--- src/spgd_pkg.sv ---
// shared constants for the single-pwm commutation gate enable block
package spgd_pkg;
	// ---------------------------------------------------------------
	// gate drive and sequencing
	// ---------------------------------------------------------------
	localparam int SEQ_STEP_NS = 1000;
	localparam int CLK_PERIOD_NS = 10;
	localparam int SEQ_STEP_CYC = (SEQ_STEP_NS + CLK_PERIOD_NS - 1) / CLK_PERIOD_NS;
	localparam int LEVEL_W = 4;
	localparam logic [3:0] LEVEL_MAX = 4'hb;
	localparam logic [3:0] LEVEL_RST = 4'hb;
	localparam logic [2:0] GATE_OFF = 3'h0;

	typedef enum logic [1:0] {
		SEQ_OFF = 2'b00,
		SEQ_HIGH_UP = 2'b01,
		SEQ_LOW_UP = 2'b10,
		SEQ_RUN = 2'b11
	} spgd_seq_type;

	// per gate: 0 low, 1 high, 2 pwm
	typedef enum logic [1:0] {
		G_LO = 2'b00,
		G_HI = 2'b01,
		G_PWM = 2'b10
	} spgd_gsel_type;
endpackage

--- src/spgd_sync.sv ---
// three-stage input synchroniser with agreement check
`timescale 1ns/1ns
`default_nettype none
module spgd_sync #(
	parameter int W = 1
) (
	// clock and reset
	input wire logic ref_clk,
	input wire logic rst_n,
	// data
	input wire logic [W-1:0] d,
	output logic [W-1:0] q
);
	typedef struct packed {
		logic [W-1:0] s1;
		logic [W-1:0] s2;
		logic [W-1:0] s3;
		logic [W-1:0] q;
	} spgd_sync_st_type;
	spgd_sync_st_type st_ff, nxt_st;

	always_comb begin
		nxt_st = st_ff;
		nxt_st.s1 = d;
		nxt_st.s2 = st_ff.s1;
		nxt_st.s3 = st_ff.s2;
		// a bit moves only once stages two and three agree
		for (int i = 0; i < W; i++) begin
			if (st_ff.s2[i] == st_ff.s3[i]) begin
				nxt_st.q[i] = st_ff.s3[i];
			end
		end
	end

	always_ff @(posedge ref_clk) begin
		if (!rst_n) begin
			st_ff <= '0;
		end else begin
			st_ff <= nxt_st;
		end
	end

	assign q = st_ff.q;
endmodule
`default_nettype wire

--- src/spgd_core.sv ---
// single-pwm commutation decoder with diode or active freewheel and gate supply sequencing
`timescale 1ns/1ns
`default_nettype none
module spgd_core #(
	parameter int STEP_CYC = spgd_pkg::SEQ_STEP_CYC
) (
	// clock and reset
	input wire logic ref_clk,
	input wire logic rst_n,
	// pins from the controller
	input wire logic phase_a_high_input,
	input wire logic phase_a_low_input,
	input wire logic phase_b_high_input,
	input wire logic phase_b_low_input,
	input wire logic phase_c_high_input,
	input wire logic phase_c_low_input,
	input wire logic gate_enable,
	// serial settings
	input wire logic freewheel_select,
	input wire logic [3:0] hs_level_in,
	input wire logic [3:0] ls_level_in,
	// analog comparators
	input wire logic supply_above_crossover,
	input wire logic high_supply_under,
	input wire logic high_supply_over,
	input wire logic low_supply_under,
	// gate outputs
	output logic phase_a_high_gate,
	output logic phase_a_low_gate,
	output logic phase_b_high_gate,
	output logic phase_b_low_gate,
	output logic phase_c_high_gate,
	output logic phase_c_low_gate,
	// supply control and status
	output logic high_supply_en,
	output logic pump_doubler,
	output logic low_supply_en,
	output logic drivers_ready,
	output logic high_uv_flag,
	output logic high_ov_flag,
	output logic low_uv_flag,
	output logic [3:0] hs_level,
	output logic [3:0] ls_level
);
	// ---------------------------------------------------------------
	// input synchronisation
	// ---------------------------------------------------------------
	logic [10:0] pin_raw, pin_s;
	assign pin_raw = {phase_a_high_input, phase_a_low_input, phase_b_high_input,
		phase_b_low_input, phase_c_high_input, gate_enable, supply_above_crossover,
		high_supply_under, high_supply_over, low_supply_under, phase_c_low_input};

	spgd_sync #(.W(11)) u_sync (
		.ref_clk(ref_clk),
		.rst_n(rst_n),
		.d(pin_raw),
		.q(pin_s)
	);

	logic pwm, en, above, huv, hov, luv;
	logic [3:0] code;
	assign pwm = pin_s[10];
	assign code = pin_s[9:6];
	assign en = pin_s[5];
	assign above = pin_s[4];
	assign huv = pin_s[3];
	assign hov = pin_s[2];
	assign luv = pin_s[1];

	// ---------------------------------------------------------------
	// state
	// ---------------------------------------------------------------
	typedef struct packed {
		spgd_pkg::spgd_seq_type seq;
		logic [15:0] cnt;
		logic [5:0] gates;
		logic hs_en;
		logic ls_en;
		logic dbl;
		logic huv;
		logic hov;
		logic luv;
		logic rdy;
		logic [3:0] hs_lv;
		logic [3:0] ls_lv;
	} spgd_st_type;
	spgd_st_type st_ff, nxt_st;

	// decode: order a-high, a-low, b-high, b-low, c-high, c-low
	function automatic logic [11:0] decode(input logic [3:0] c, input logic fw);
		logic [11:0] s;
		s = '0;
		case (c)
			4'h6: s = {2'd2, 2'd0, 2'd0, 2'd1, 2'd0, 2'd0};
			4'h5: s = {2'd2, 2'd0, 2'd0, 2'd1, 2'd2, 2'd0};
			4'h4: s = {2'd0, 2'd0, 2'd0, 2'd1, 2'd2, 2'd0};
			4'hd: s = {2'd0, 2'd1, 2'd0, 2'd1, 2'd2, 2'd0};
			4'hc: s = {2'd0, 2'd1, 2'd0, 2'd0, 2'd2, 2'd0};
			4'h9: s = {2'd0, 2'd1, 2'd2, 2'd0, 2'd2, 2'd0};
			4'h8: s = {2'd0, 2'd1, 2'd2, 2'd0, 2'd0, 2'd0};
			4'hb: s = {2'd0, 2'd1, 2'd2, 2'd0, 2'd0, 2'd1};
			4'ha: s = {2'd0, 2'd0, 2'd2, 2'd0, 2'd0, 2'd1};
			4'h3: s = {2'd2, 2'd0, 2'd2, 2'd0, 2'd0, 2'd1};
			4'h2: s = {2'd2, 2'd0, 2'd0, 2'd0, 2'd0, 2'd1};
			4'h7: s = {2'd2, 2'd0, 2'd0, 2'd1, 2'd0, 2'd1};
			4'he: s = {2'd2, 2'd0, 2'd0, 2'd1, 2'd0, 2'd1};
			4'h0: s = '0;
			default: s = '0;
		endcase
		// active freewheel makes low gate the pwm complement
		if (fw) begin
			for (int p = 0; p < 3; p++) begin
				if (s[p*4+3 -: 2] == 2'd2) begin
					s[p*4+1 -: 2] = 2'd3;
				end
			end
		end
		return s;
	endfunction

	logic [11:0] sel;
	logic [5:0] gate_val;
	assign sel = decode(code, freewheel_select);

	// per-gate value from its selector
	genvar g;
	generate
		for (g = 0; g < 6; g++) begin : g_gate
			always_comb begin
				case (sel[g*2+1 -: 2])
					2'd0: gate_val[g] = 1'b0;
					2'd1: gate_val[g] = 1'b1;
					2'd2: gate_val[g] = pwm;
					default: gate_val[g] = ~pwm;
				endcase
			end
		end
	endgenerate

	always_comb begin
		nxt_st = st_ff;
		// levels follow settings in any state
		// separate high and low levels, clamped to eleven
		nxt_st.hs_lv = (hs_level_in > spgd_pkg::LEVEL_MAX) ? spgd_pkg::LEVEL_MAX : hs_level_in;
		nxt_st.ls_lv = (ls_level_in > spgd_pkg::LEVEL_MAX) ? spgd_pkg::LEVEL_MAX : ls_level_in;
		nxt_st.dbl = st_ff.hs_en & above;
		// supply faults, caught in run, sticky until gate enable restarts the sequence from off
		nxt_st.huv = st_ff.huv | (st_ff.seq == spgd_pkg::SEQ_RUN && huv);
		nxt_st.hov = st_ff.hov | (st_ff.seq == spgd_pkg::SEQ_RUN && hov);
		nxt_st.luv = st_ff.luv | (st_ff.seq == spgd_pkg::SEQ_RUN && luv);
		if (st_ff.cnt != '0) begin
			nxt_st.cnt = st_ff.cnt - 16'h0001;
		end
		case (st_ff.seq)
			spgd_pkg::SEQ_OFF: begin
				nxt_st.hs_en = 1'b0;
				nxt_st.ls_en = 1'b0;
				if (en) begin
					nxt_st.seq = spgd_pkg::SEQ_HIGH_UP;
					nxt_st.hs_en = 1'b1;
					nxt_st.cnt = 16'(STEP_CYC);
					nxt_st.huv = 1'b0;
					nxt_st.hov = 1'b0;
					nxt_st.luv = 1'b0;
				end
			end
			spgd_pkg::SEQ_HIGH_UP: begin
				if (st_ff.cnt == '0) begin
					nxt_st.seq = spgd_pkg::SEQ_LOW_UP;
					nxt_st.ls_en = 1'b1;
					nxt_st.cnt = 16'(STEP_CYC);
				end
			end
			spgd_pkg::SEQ_LOW_UP: begin
				if (st_ff.cnt == '0) begin
					nxt_st.seq = spgd_pkg::SEQ_RUN;
				end
			end
			spgd_pkg::SEQ_RUN: begin
			end
			default: nxt_st.seq = spgd_pkg::SEQ_OFF;
		endcase
		if (!en) begin
			nxt_st.seq = spgd_pkg::SEQ_OFF;
			nxt_st.hs_en = 1'b0;
			nxt_st.ls_en = 1'b0;
			nxt_st.dbl = 1'b0;
		end
		// gates held off on any supply fault or outside run
		// diode mode low gate stays off in pwm phases via decode
		// ready kept in its own flop so the pin is glitch free
		nxt_st.rdy = (nxt_st.seq == spgd_pkg::SEQ_RUN);
		if (nxt_st.seq == spgd_pkg::SEQ_RUN && !nxt_st.huv && !nxt_st.hov && !nxt_st.luv) begin
			nxt_st.gates = gate_val;
		end else begin
			nxt_st.gates = '0;
		end
	end

	always_ff @(posedge ref_clk) begin
		if (!rst_n) begin
			st_ff <= '{seq: spgd_pkg::SEQ_OFF, cnt: 16'h0000, gates: 6'h00, hs_en: 1'b0,
				ls_en: 1'b0, dbl: 1'b0, huv: 1'b0, hov: 1'b0, luv: 1'b0, rdy: 1'b0,
				hs_lv: spgd_pkg::LEVEL_RST, ls_lv: spgd_pkg::LEVEL_RST};
		end else begin
			st_ff <= nxt_st;
		end
	end

	// ---------------------------------------------------------------
	// outputs
	// ---------------------------------------------------------------
	assign phase_a_high_gate = st_ff.gates[5];
	assign phase_a_low_gate = st_ff.gates[4];
	assign phase_b_high_gate = st_ff.gates[3];
	assign phase_b_low_gate = st_ff.gates[2];
	assign phase_c_high_gate = st_ff.gates[1];
	assign phase_c_low_gate = st_ff.gates[0];
	assign high_supply_en = st_ff.hs_en;
	assign pump_doubler = st_ff.dbl;
	assign low_supply_en = st_ff.ls_en;
	assign drivers_ready = st_ff.rdy;
	assign high_uv_flag = st_ff.huv;
	assign high_ov_flag = st_ff.hov;
	assign low_uv_flag = st_ff.luv;
	assign hs_level = st_ff.hs_lv;
	assign ls_level = st_ff.ls_lv;
endmodule
`default_nettype wire

--- config.mk ---
export PLATFORM = sky130hd
export DESIGN_NAME = spgd_core
export DESIGN_NICKNAME = d
export VERILOG_FILES = /design/src/spgd_pkg.sv /design/src/spgd_sync.sv /design/src/spgd_core.sv
export SDC_FILE = /design/constraint.sdc
export NUM_CORES = 1
export LEC_CHECK = 0
export BUFFER_PORTS_ARGS = -buffer_cell sky130_fd_sc_hd__buf_2
export CORE_AREA = 4 4 86 88
export CTS_CLUSTER_SIZE = 8
export DETAILED_ROUTE_END_ITERATION = 6
export DIE_AREA = 0 0 90 92
export HOLD_SLACK_MARGIN = 0.08
export PLACE_DENSITY = 0.67
export SYNTH_ARGS = -nofsm -noshare
export SYNTH_HDL_FRONTEND = slang
export SYNTH_HIERARCHICAL = 1
export SYNTH_SLANG_ARGS = --single-unit
--- constraint.sdc ---
create_clock -name ref_clk -period 3.3 [get_ports ref_clk]
set_input_delay 0.33 -clock ref_clk [delete_from_list [all_inputs] [get_ports ref_clk]]
set_output_delay 0.33 -clock ref_clk [all_outputs]
set_load 0.1 [all_outputs]
Word level (Yosys, flattened, before mapping)
Memories as Yosys holds them, arrays and structs flattened.
Cells that the tools add are included.
{"block": "word_totals", "regBits": 82, "romBits": 96, "out_inout_bits": 21, "memories": 1}
{"name": "(name not given)", "words": 16, "word_bits": 6, "read_ports": 1, "rd_ports_with_merged_regs": 0, "wr": 0, "line": "spgd_core.sv:93", "source": "case (c)"}
{"block": "classes", "addsub": 1, "magnitude_cmp": 2, "eq_ne": 27, "muxes": 23, "bitwise": 6, "reduce_logical": 24}
{"cell": "$mux 18", "count": 2}
{"cell": "$pmux 16 s2", "count": 1}
{"cell": "$eq 2x2->1 const B", "count": 9}
{"cell": "$pmux 1 s3", "count": 6}
{"cell": "$logic_not 16->1", "count": 1}
{"cell": "$mux 16", "count": 1}
{"cell": "$mux 2", "count": 8}
{"cell": "$reduce_bool 16->1", "count": 1}
{"cell": "$sub 16x1->16 const B", "count": 1}
{"cell": "$eq 2x1->1 const B", "count": 7}
{"cell": "$logic_not 2->1", "count": 7}
{"cell": "$eq 1x1->1", "count": 10}
{"cell": "$gt 4x4->1 const B", "count": 2}
{"cell": "$logic_and 1x1->1", "count": 6}
{"cell": "$mux 3", "count": 2}
{"cell": "$pmux 2 s3", "count": 1}
{"cell": "$reduce_and 2->1", "count": 3}
{"cell": "$reduce_or 2->1", "count": 2}
{"cell": "$logic_not 1->1", "count": 3}
{"cell": "$or 1x1->1", "count": 3}
{"cell": "$ne 2x2->1 const B", "count": 1}
{"cell": "$not 1->1", "count": 2}
{"cell": "$pmux 1 s2", "count": 1}
{"cell": "$reduce_bool 2->1", "count": 1}
{"cell": "other kinds (2)", "count": 2}

Longest topological paths before layout
Gate-level depths: netlist (run 1).
{"block": "depth", "word_depth": 10, "mapped_depth": 10, "ltp_nobuf": 9}

By module
The synthesis (run 1) kept the hierarchy.
{"mod": "spgd_core", "instances": 1, "cells_per_inst": 201, "area_each_um2": 1825.5, "seq_area_each_um2": 780.7}
{"mod": "spgd_sync", "instances": 1, "cells_per_inst": 125, "area_each_um2": 1397.6, "seq_area_each_um2": 880.8}

Worst setup path after synthesis (run 1)
OpenSTA, ideal clock, no wires.
{"block": "synth_timing", "kind": "reg-to-reg", "from": "register st_ff[21] (netlist name)", "to": "register st_ff[33] (netlist name)", "arrival_time_ps": 1742, "path_slack_ps": 1488, "path_stages_with_launch": 8, "path_buffers": 0, "period_less_slack_ps": 1812, "cell_sequence": "dfxtp_1 > inv_1 > ha_1 > or3b_1 > nor3_2 > nand2_1 > or3_1 > a21oi_1"}
{"block": "synth_via", "elab_chain_cells": 4}
{"item": "from (decl)", "line": "spgd_core.sv:87", "source": "spgd_st_type st_ff, nxt_st;"}
{"item": "from (signal assigned)", "line": "spgd_core.sv:202", "source": "st_ff <= '{seq: spgd_pkg::SEQ_OFF, cnt: 16'h0000, gates: 6'h00, hs_en: 1'b0,"}
{"item": "from (signal assigned)", "line": "spgd_core.sv:206", "source": "st_ff <= nxt_st;"}
{"item": "$sub 16x1->16 / $reduce_bool 16->1 (equally long branches)", "line": "spgd_core.sv:152, spgd_core.sv:151"}
{"item": "$mux 16", "line": "spgd_core.sv:151", "source": "if (st_ff.cnt != '0) begin"}
{"item": "$mux 18, on equally long branches", "line": "spgd_core.sv:168, spgd_core.sv:158"}
{"item": "$pmux 16 s2 *", "line": "spgd_core.sv:154", "source": "case (st_ff.seq)"}
Mark *: on every way between the ends. The rest lies on a longest branch, timed or not.
A chain may end at the register's enable or synchronous reset.

Worst setup path after layout (run 1)
Ends and elaborated chain as after synthesis.

==> impl_metrics.py, run 1 <==
metrics = {
    "layout": {
        "diodes": 0,
        "area_growth_pct": 9.37,
        "drive_above_1_share_pct": 21.1,
        "nets": 369,
        "final_core_util_pct": 51.0,
        "fill_cells": 626,
    },
    "worst_setup_path": {
        "criticalPathCategory": "flop to flop",
        "worstRegToRegCells": 7,
        "critical_path_buf_inv_count": 1,
        "worstSetupEndpointType": "flop",
        "worstPathArrival_ns": 2.41,
        "crit_start": "st_ff[21]",
        "cp_cell_sequence": "inv_1, ha_1, nor3b_1, and4_1, a22oi_1, nand2_1, a21oi_1",
        "rr_endpoint": "st_ff[33]",
        "max_stage_delay_ns": 0.37,
        "slowest_stage": "nand2_1",
        "rr_startpoint": "st_ff[21]",
        "endpoint": "st_ff[33]",
        "path_depth": 7,
        "rrSetupSlack_ns": 1.15,
        "critPathTopFamily": "simple AND/OR/NAND/NOR gates",
        "cp.required_ns": 3.56,
        "path_max_fanout": 12,
        "cp-start-kind": "flop",
    },
    "min_path": {
        "hold_class": "input pin to flop",
        "hold_depth": 2,
    },
    "clocking": {
        "cts_tree": "yes",
        "ctsResizeCount": 0,
        "clock_latency_ns": 0.34,
        "htreeDepth": 3,
        "cts-root-buf": "clkbuf_8",
        "clkSinkCount": 79,
        "cts_made_buffers": 9,
        "post-cts-setup-buffer-count": 0,
        "cts-hold-fix-buffers": 0,
        "cts_max_path_buffers": 2,
        "path_clk_slew_ns": 0.08,
    },
    "die": {
        "ios": 43,
        "rows": 30,
        "start_util_pct": 46.6,
        "die_w_um": 90,
        "fp.dieH_um": 92,
        "core_area_mm2": 0.00664,
        "dieArea_mm2": 0.00828,
    },
    "sta": {
        "setup_tns_ns": 0,
        "relSlewSlack_pct": 40.3,
        "fin_crit_sh_pct": 65.0,
        "setup_viol": 0,
        "period_needed_ns": 2.15,
        "worst_pin_slew_ns": 0.887,
        "rsz0062_at_grt": "no",
        "fin_worst_skew_ns": 0.00890,
        "fmax_mhz": 466,
        "slew_violations": 0,
        "hold_violations": 0,
    },
    "yosys": {
        "syn_inst": 315,
        "synth_nets": 343,
        "yosys_warnings": 6,
        "post_synth_instance_area_mm2": 0.00310,
        "syn_area_per_cell_um2": 9.83,
    },
    "drt": {
        "route.detailed.drc": 0,
        "dr.pass1.iters": 4,
        "finalWirelength_um": 4810,
        "via_per_inst": 4.83,
        "num_vias": 2059,
        "antenna_left": 0,
        "wl_per_cell_um": 11.3,
        "first_iter_violations": 106,
    },
    "power_and_ir_drop": {
        "peakVddDrop_mv": 0.331,
        "p_per_area_mw_per_mm2": 673,
        "leakagePower_nw": 1.39,
    },
    "placed_design": {
        "hpwl_um": 3320,
        "portBuffers": 41,
        "gp_congestion": 0.817,
    },
    "global_routing": {
        "grt_overflow": 0,
        "grt.total_usage_pct": 12.7,
        "first_global_vias": 1967,
        "grt_max_degree": 47,
        "grt_pass1_wl_um": 8610,
        "antenna_found_initial": 0,
    },
    "run_status": {
        "outcome": "complete, no violations",
    },
    "run": {
        "cap_violations": 0,
    },
}
## cell type report
cell class | instances | area [µm²] | share of cell area, %
clock inverter | 6 | 37.5 | 1.11
inverter | 11 | 41.3 | 1.22
multi-input combinational | 199 | 1290 | 38.2
timing repair buffer | 41 | 205 | 6.06
clock buffer | 10 | 128 | 3.77
tap | 80 | 100 | 2.96
sequential | 79 | 1580 | 46.7
## metal layers
layer	routed length, µm	global-route usage [%]	share of wire (%)	vias up
li1	-	-	-	1099
met4	66	5.61	1.4	0
met2	1950	18.2	40	63
met5	0	0	0	-
met1	2450	16.8	51	890
met3	341	5.25	7.1	7
## cells in the final DEF (no fill, tap or decap), drive strengths merged, types with 4 or more instances in the layout
cell type	n
dfxtp	79
buf	41
and2	30
nor2	27
nand2	24
o21ai	15
nand2b	12
a21boi	12
a21oi	10
clkbuf	10
inv	10
nand3	7
ha	6
or3	5
nor3	5
a22oi	4
nand3b	4
clkinv	4
nor4	4
## flip-flops by register name, summed over array words and instances (netlist names)
register,flops
drivers_ready,1
high_ov_flag,1
high_supply_en,1
high_uv_flag,1
hs_level,4
low_supply_en,1
low_uv_flag,1
ls_level,4
phase_a_high_gate,1
phase_a_low_gate,1
phase_b_high_gate,1
phase_b_low_gate,1
phase_c_high_gate,1
phase_c_low_gate,1
pump_doubler,1
st_ff,18
u_sync/nxt_st,20
u_sync/q,10
u_sync/st_ff,10
## per-stage QoR
stage / hold WS (ns) / total power, mW / worst slack, ns / area (µm²) / cells
floorplan: 0.406 / 1.60 / 1.49 / 3100 / 315
global placement: 0.415 / 1.69 / 1.16 / 3220 / 410
detailed placement: 0.418 / 1.70 / 1.16 / 3220 / 410
CTS: 0.153 / 2.31 / 1.14 / 3390 / 426
global route: 0.159 / 2.41 / 0.914 / 3390 / 426
finish: 0.169 / 2.28 / 1.15 / 3390 / 426
## worst min-delay path by stage
stage,from,to,slack [ns]
final,ls_level_in[1],ls_level[1],0.17
after floorplan,u_sync/nxt_st[30],u_sync/nxt_st[19],0.41
after CTS,ls_level_in[1],ls_level[1],0.15
after detailed placement,u_sync/nxt_st[25],u_sync/nxt_st[14],0.42
after global placement,u_sync/nxt_st[28],u_sync/nxt_st[17],0.42
after global routing,hs_level_in[0],hs_level[0],0.16
## power breakdown
group,switching (mW),total [mW],internal [mW]
combinational,0.322,0.568,0.246
clock,0.330,0.599,0.269
sequential,0.0809,1.11,1.03
total,0.734,2.28,1.54
Note: power is estimated with default switching activity, not from simulation.
==> run 2: changes to the inputs <==
Settings changed: ABC_AREA from default to 1, CORE_AREA 4 4 86 88 to 4 4 88 90, DIE_AREA 0 0 90 92 to 0 0 92 94, PLACE_DENSITY 0.67 to 0.68.
Clock period 3.3 ns to 2.15 ns, I/O delays scaled along.
==> run 2 against run 1 <==
Compared with the run above:
- register-to-register slack lost 0.82 ns
- clock power is 87% higher
- first-iteration DRC count up 1.9%
- sequential cell count unchanged
- combinational power rose to 2.7 times the previous value
- synthesized cell count is 34% higher
- sequential power up 59%
- setup slack worse by 0.82 ns
- wire length increased by 25%
- total power grew 95%
- fmax is 18% higher
- sequential share of layout area down 5.4 points
- largest power group unchanged
==> impl_metrics.py, run 2 <==
metrics = {
    "layout": {
        "mostFrequentLayoutCell": "nand2_1",
        "diodes": 0,
        "area_growth_pct": 15.9,
        "drive_above_1_share_pct": 20.0,
        "final_core_util_pct": 54.3,
        "final_cell_mix": "nand2_1 (81), dfxtp_1 (79), inv_1 (72)",
        "largest_reg_flops": 20,
        "nets": 499,
    },
    "power_and_ir_drop": {
        "power_frac_clock_pct": 25.2,
        "pwr-share-comb_pct": 35.1,
        "p_seq_share_pct": 39.7,
        "p_sw_mw": 1.69,
        "internal_power_mw": 2.76,
        "p_total_mw": 4.44,
        "p_sw_share_pct": 38.0,
        "p_per_area_mw_per_mm2": 1160,
        "peakVddDrop_mv": 0.441,
        "leakagePower_nw": 1.91,
    },
    "placed_design": {
        "hpwl_um": 4200,
        "portBuffers": 41,
        "gp_congestion": 0.839,
    },
    "drt": {
        "num_vias": 2506,
        "wl_met1_um": 2920,
        "route.detailed.drc": 0,
        "first_iter_violations": 108,
        "wl_per_cell_um": 10.4,
        "antenna_left": 0,
        "routed-wl-met3_um": 256,
        "route.met2.wl_um": 2760,
        "top_layer_used": "met4",
        "dr.pass1.iters": 4,
        "finalWirelength_um": 5990,
        "via_per_inst": 4.36,
    },
    "sta": {
        "fmax_mhz": 552,
        "worst_pin_slew_ns": 0.498,
        "hold_slack_ns": 0.192,
        "hold_violations": 0,
        "setup_viol": 0,
        "rsz0062_at_grt": "no",
        "fin_worst_skew_ns": 0.00936,
        "period_needed_ns": 1.81,
        "relSlewSlack_pct": 67.1,
        "setup_tns_ns": 0,
        "slew_violations": 0,
        "fin_crit_sh_pct": 84.3,
    },
    "clocking": {
        "clock_latency_ns": 0.34,
        "htreeDepth": 3,
        "cts_tree": "yes",
        "cts-root-buf": "clkbuf_8",
        "cts_made_buffers": 9,
        "path_clk_slew_ns": 0.08,
        "cts_max_path_buffers": 2,
        "clkSinkCount": 79,
    },
    "worst_setup_path": {
        "max_stage_delay_ns": 0.32,
        "critPathTopFamily": "simple AND/OR/NAND/NOR gates",
        "cp-start-kind": "flop",
        "slowest_stage": "ha_1",
        "path_max_fanout": 11,
        "worstSetupEndpointType": "flop",
        "criticalPathCategory": "flop to flop",
        "cp.required_ns": 2.36,
        "critPathMostFrequentCell": "nand2_1",
        "worstPathArrival_ns": 2.02,
        "critical_path_buf_inv_count": 2,
        "cp_cell_sequence": "inv_1, ha_1, nand2_2, nor2_4, nand3_4, nand2_1, inv_2, nand2_1, nor3_1",
    },
    "global_routing": {
        "grt_overflow": 0,
        "first_global_vias": 2356,
        "grt.total_usage_pct": 14.7,
        "antenna_found_initial": 0,
        "grt_max_degree": 43,
        "grt_pass1_wl_um": 10200,
    },
    "run_status": {
        "outcome": "complete, no violations",
    },
    "die": {
        "ios": 43,
        "fp.dieH_um": 94,
        "rows": 31,
        "dieArea_mm2": 0.00865,
        "die_w_um": 92,
        "start_util_pct": 46.8,
        "core_area_mm2": 0.00706,
    },
    "yosys": {
        "syn_area_per_cell_um2": 7.81,
        "synth_nets": 451,
        "syn_inst": 423,
        "post_synth_instance_area_mm2": 0.00331,
        "yosys_warnings": 6,
    },
    "run": {
        "cap_violations": 0,
    },
    "min_path": {
        "hold_class": "input pin to flop",
    },
}
-- run 2: changes by cell type in the layout (fill, tap and decap cells not counted), sizes merged, moves of 4 or more --
cell and change:
inv +67, nand2 +63, nor2 +48, and2 -30
dlygate4sd3 +18, a21oi +13, a21boi -12, nand2b -12
o21ai +6, or3 -5, nor4 -4
-- run 2: layer usage --
layer | up-vias | GRT usage, %
met4 | 0 | 5.94
met1 | 1098 | 17.9
met3 | 4 | 3.61
met5 | - | 0
met2 | 46 | 24.9
li1 | 1358 | -
-- run 2: area by class of cell --
class / instances / area, µm²
inverter: 75 / 282
sequential: 79 / 1580
fill: 665 / 3230
timing repair buffer: 62 / 408
tap: 99 / 124
multi-input combinational: 244 / 1230
clock buffer: 9 / 124
clock inverter: 7 / 80.1
-- run 2: final timing paths --
| check | start | to | slack [ns] | cells past startpoint |
|---|---|---|---|---|
| max | st_ff[21] | st_ff[24] | 0.34 | 9 |
| min | freewheel_select | phase_b_low_gate | 0.19 | 3 |
| min reg2reg | u_sync/nxt_st[27] | u_sync/nxt_st[16] | 0.42 | 2 |
| max reg2reg | st_ff[21] | st_ff[24] | 0.34 | 9 |
-- run 2: power groups by stage --
stage	combinational (mW)	sequential (mW)	clock [mW]
finish	1.56	1.77	1.12
global route	1.77	1.79	1.22
CTS	1.56	1.76	1.15
detailed placement	1.52	1.80	0
global placement	1.48	1.79	0
floorplan	1.25	1.77	0
-- run 2: per-stage QoR --
| stage | std cells | cell area (µm²) | worst slack (ns) |
|---|---|---|---|
| after floorplan | 423 | 3310 | 0.543 |
| after global placement | 541 | 3450 | 0.410 |
| after detailed placement | 541 | 3450 | 0.355 |
| after CTS | 575 | 3830 | 0.337 |
| after global routing | 575 | 3830 | 0.171 |
| final | 575 | 3830 | 0.337 |
-- run 2: repair_timing --
action                    CTS  global route
hold endpoints to repair   18             0
buffers inserted            0             0
hold buffers               18             0
gates resized for setup     0             0
-- run 2: worst register-to-register path, delay by kind of cell, from the launching register on --
| family | cells | cell delay, ns |
|---|---|---|
| flip-flops | 1 | 0.31 |
| AND/OR/NAND/NOR | 6 | 0.90 |
| adder cells (fa/ha/maj) | 1 | 0.32 |
| buffers and inverters | 2 | 0.13 |
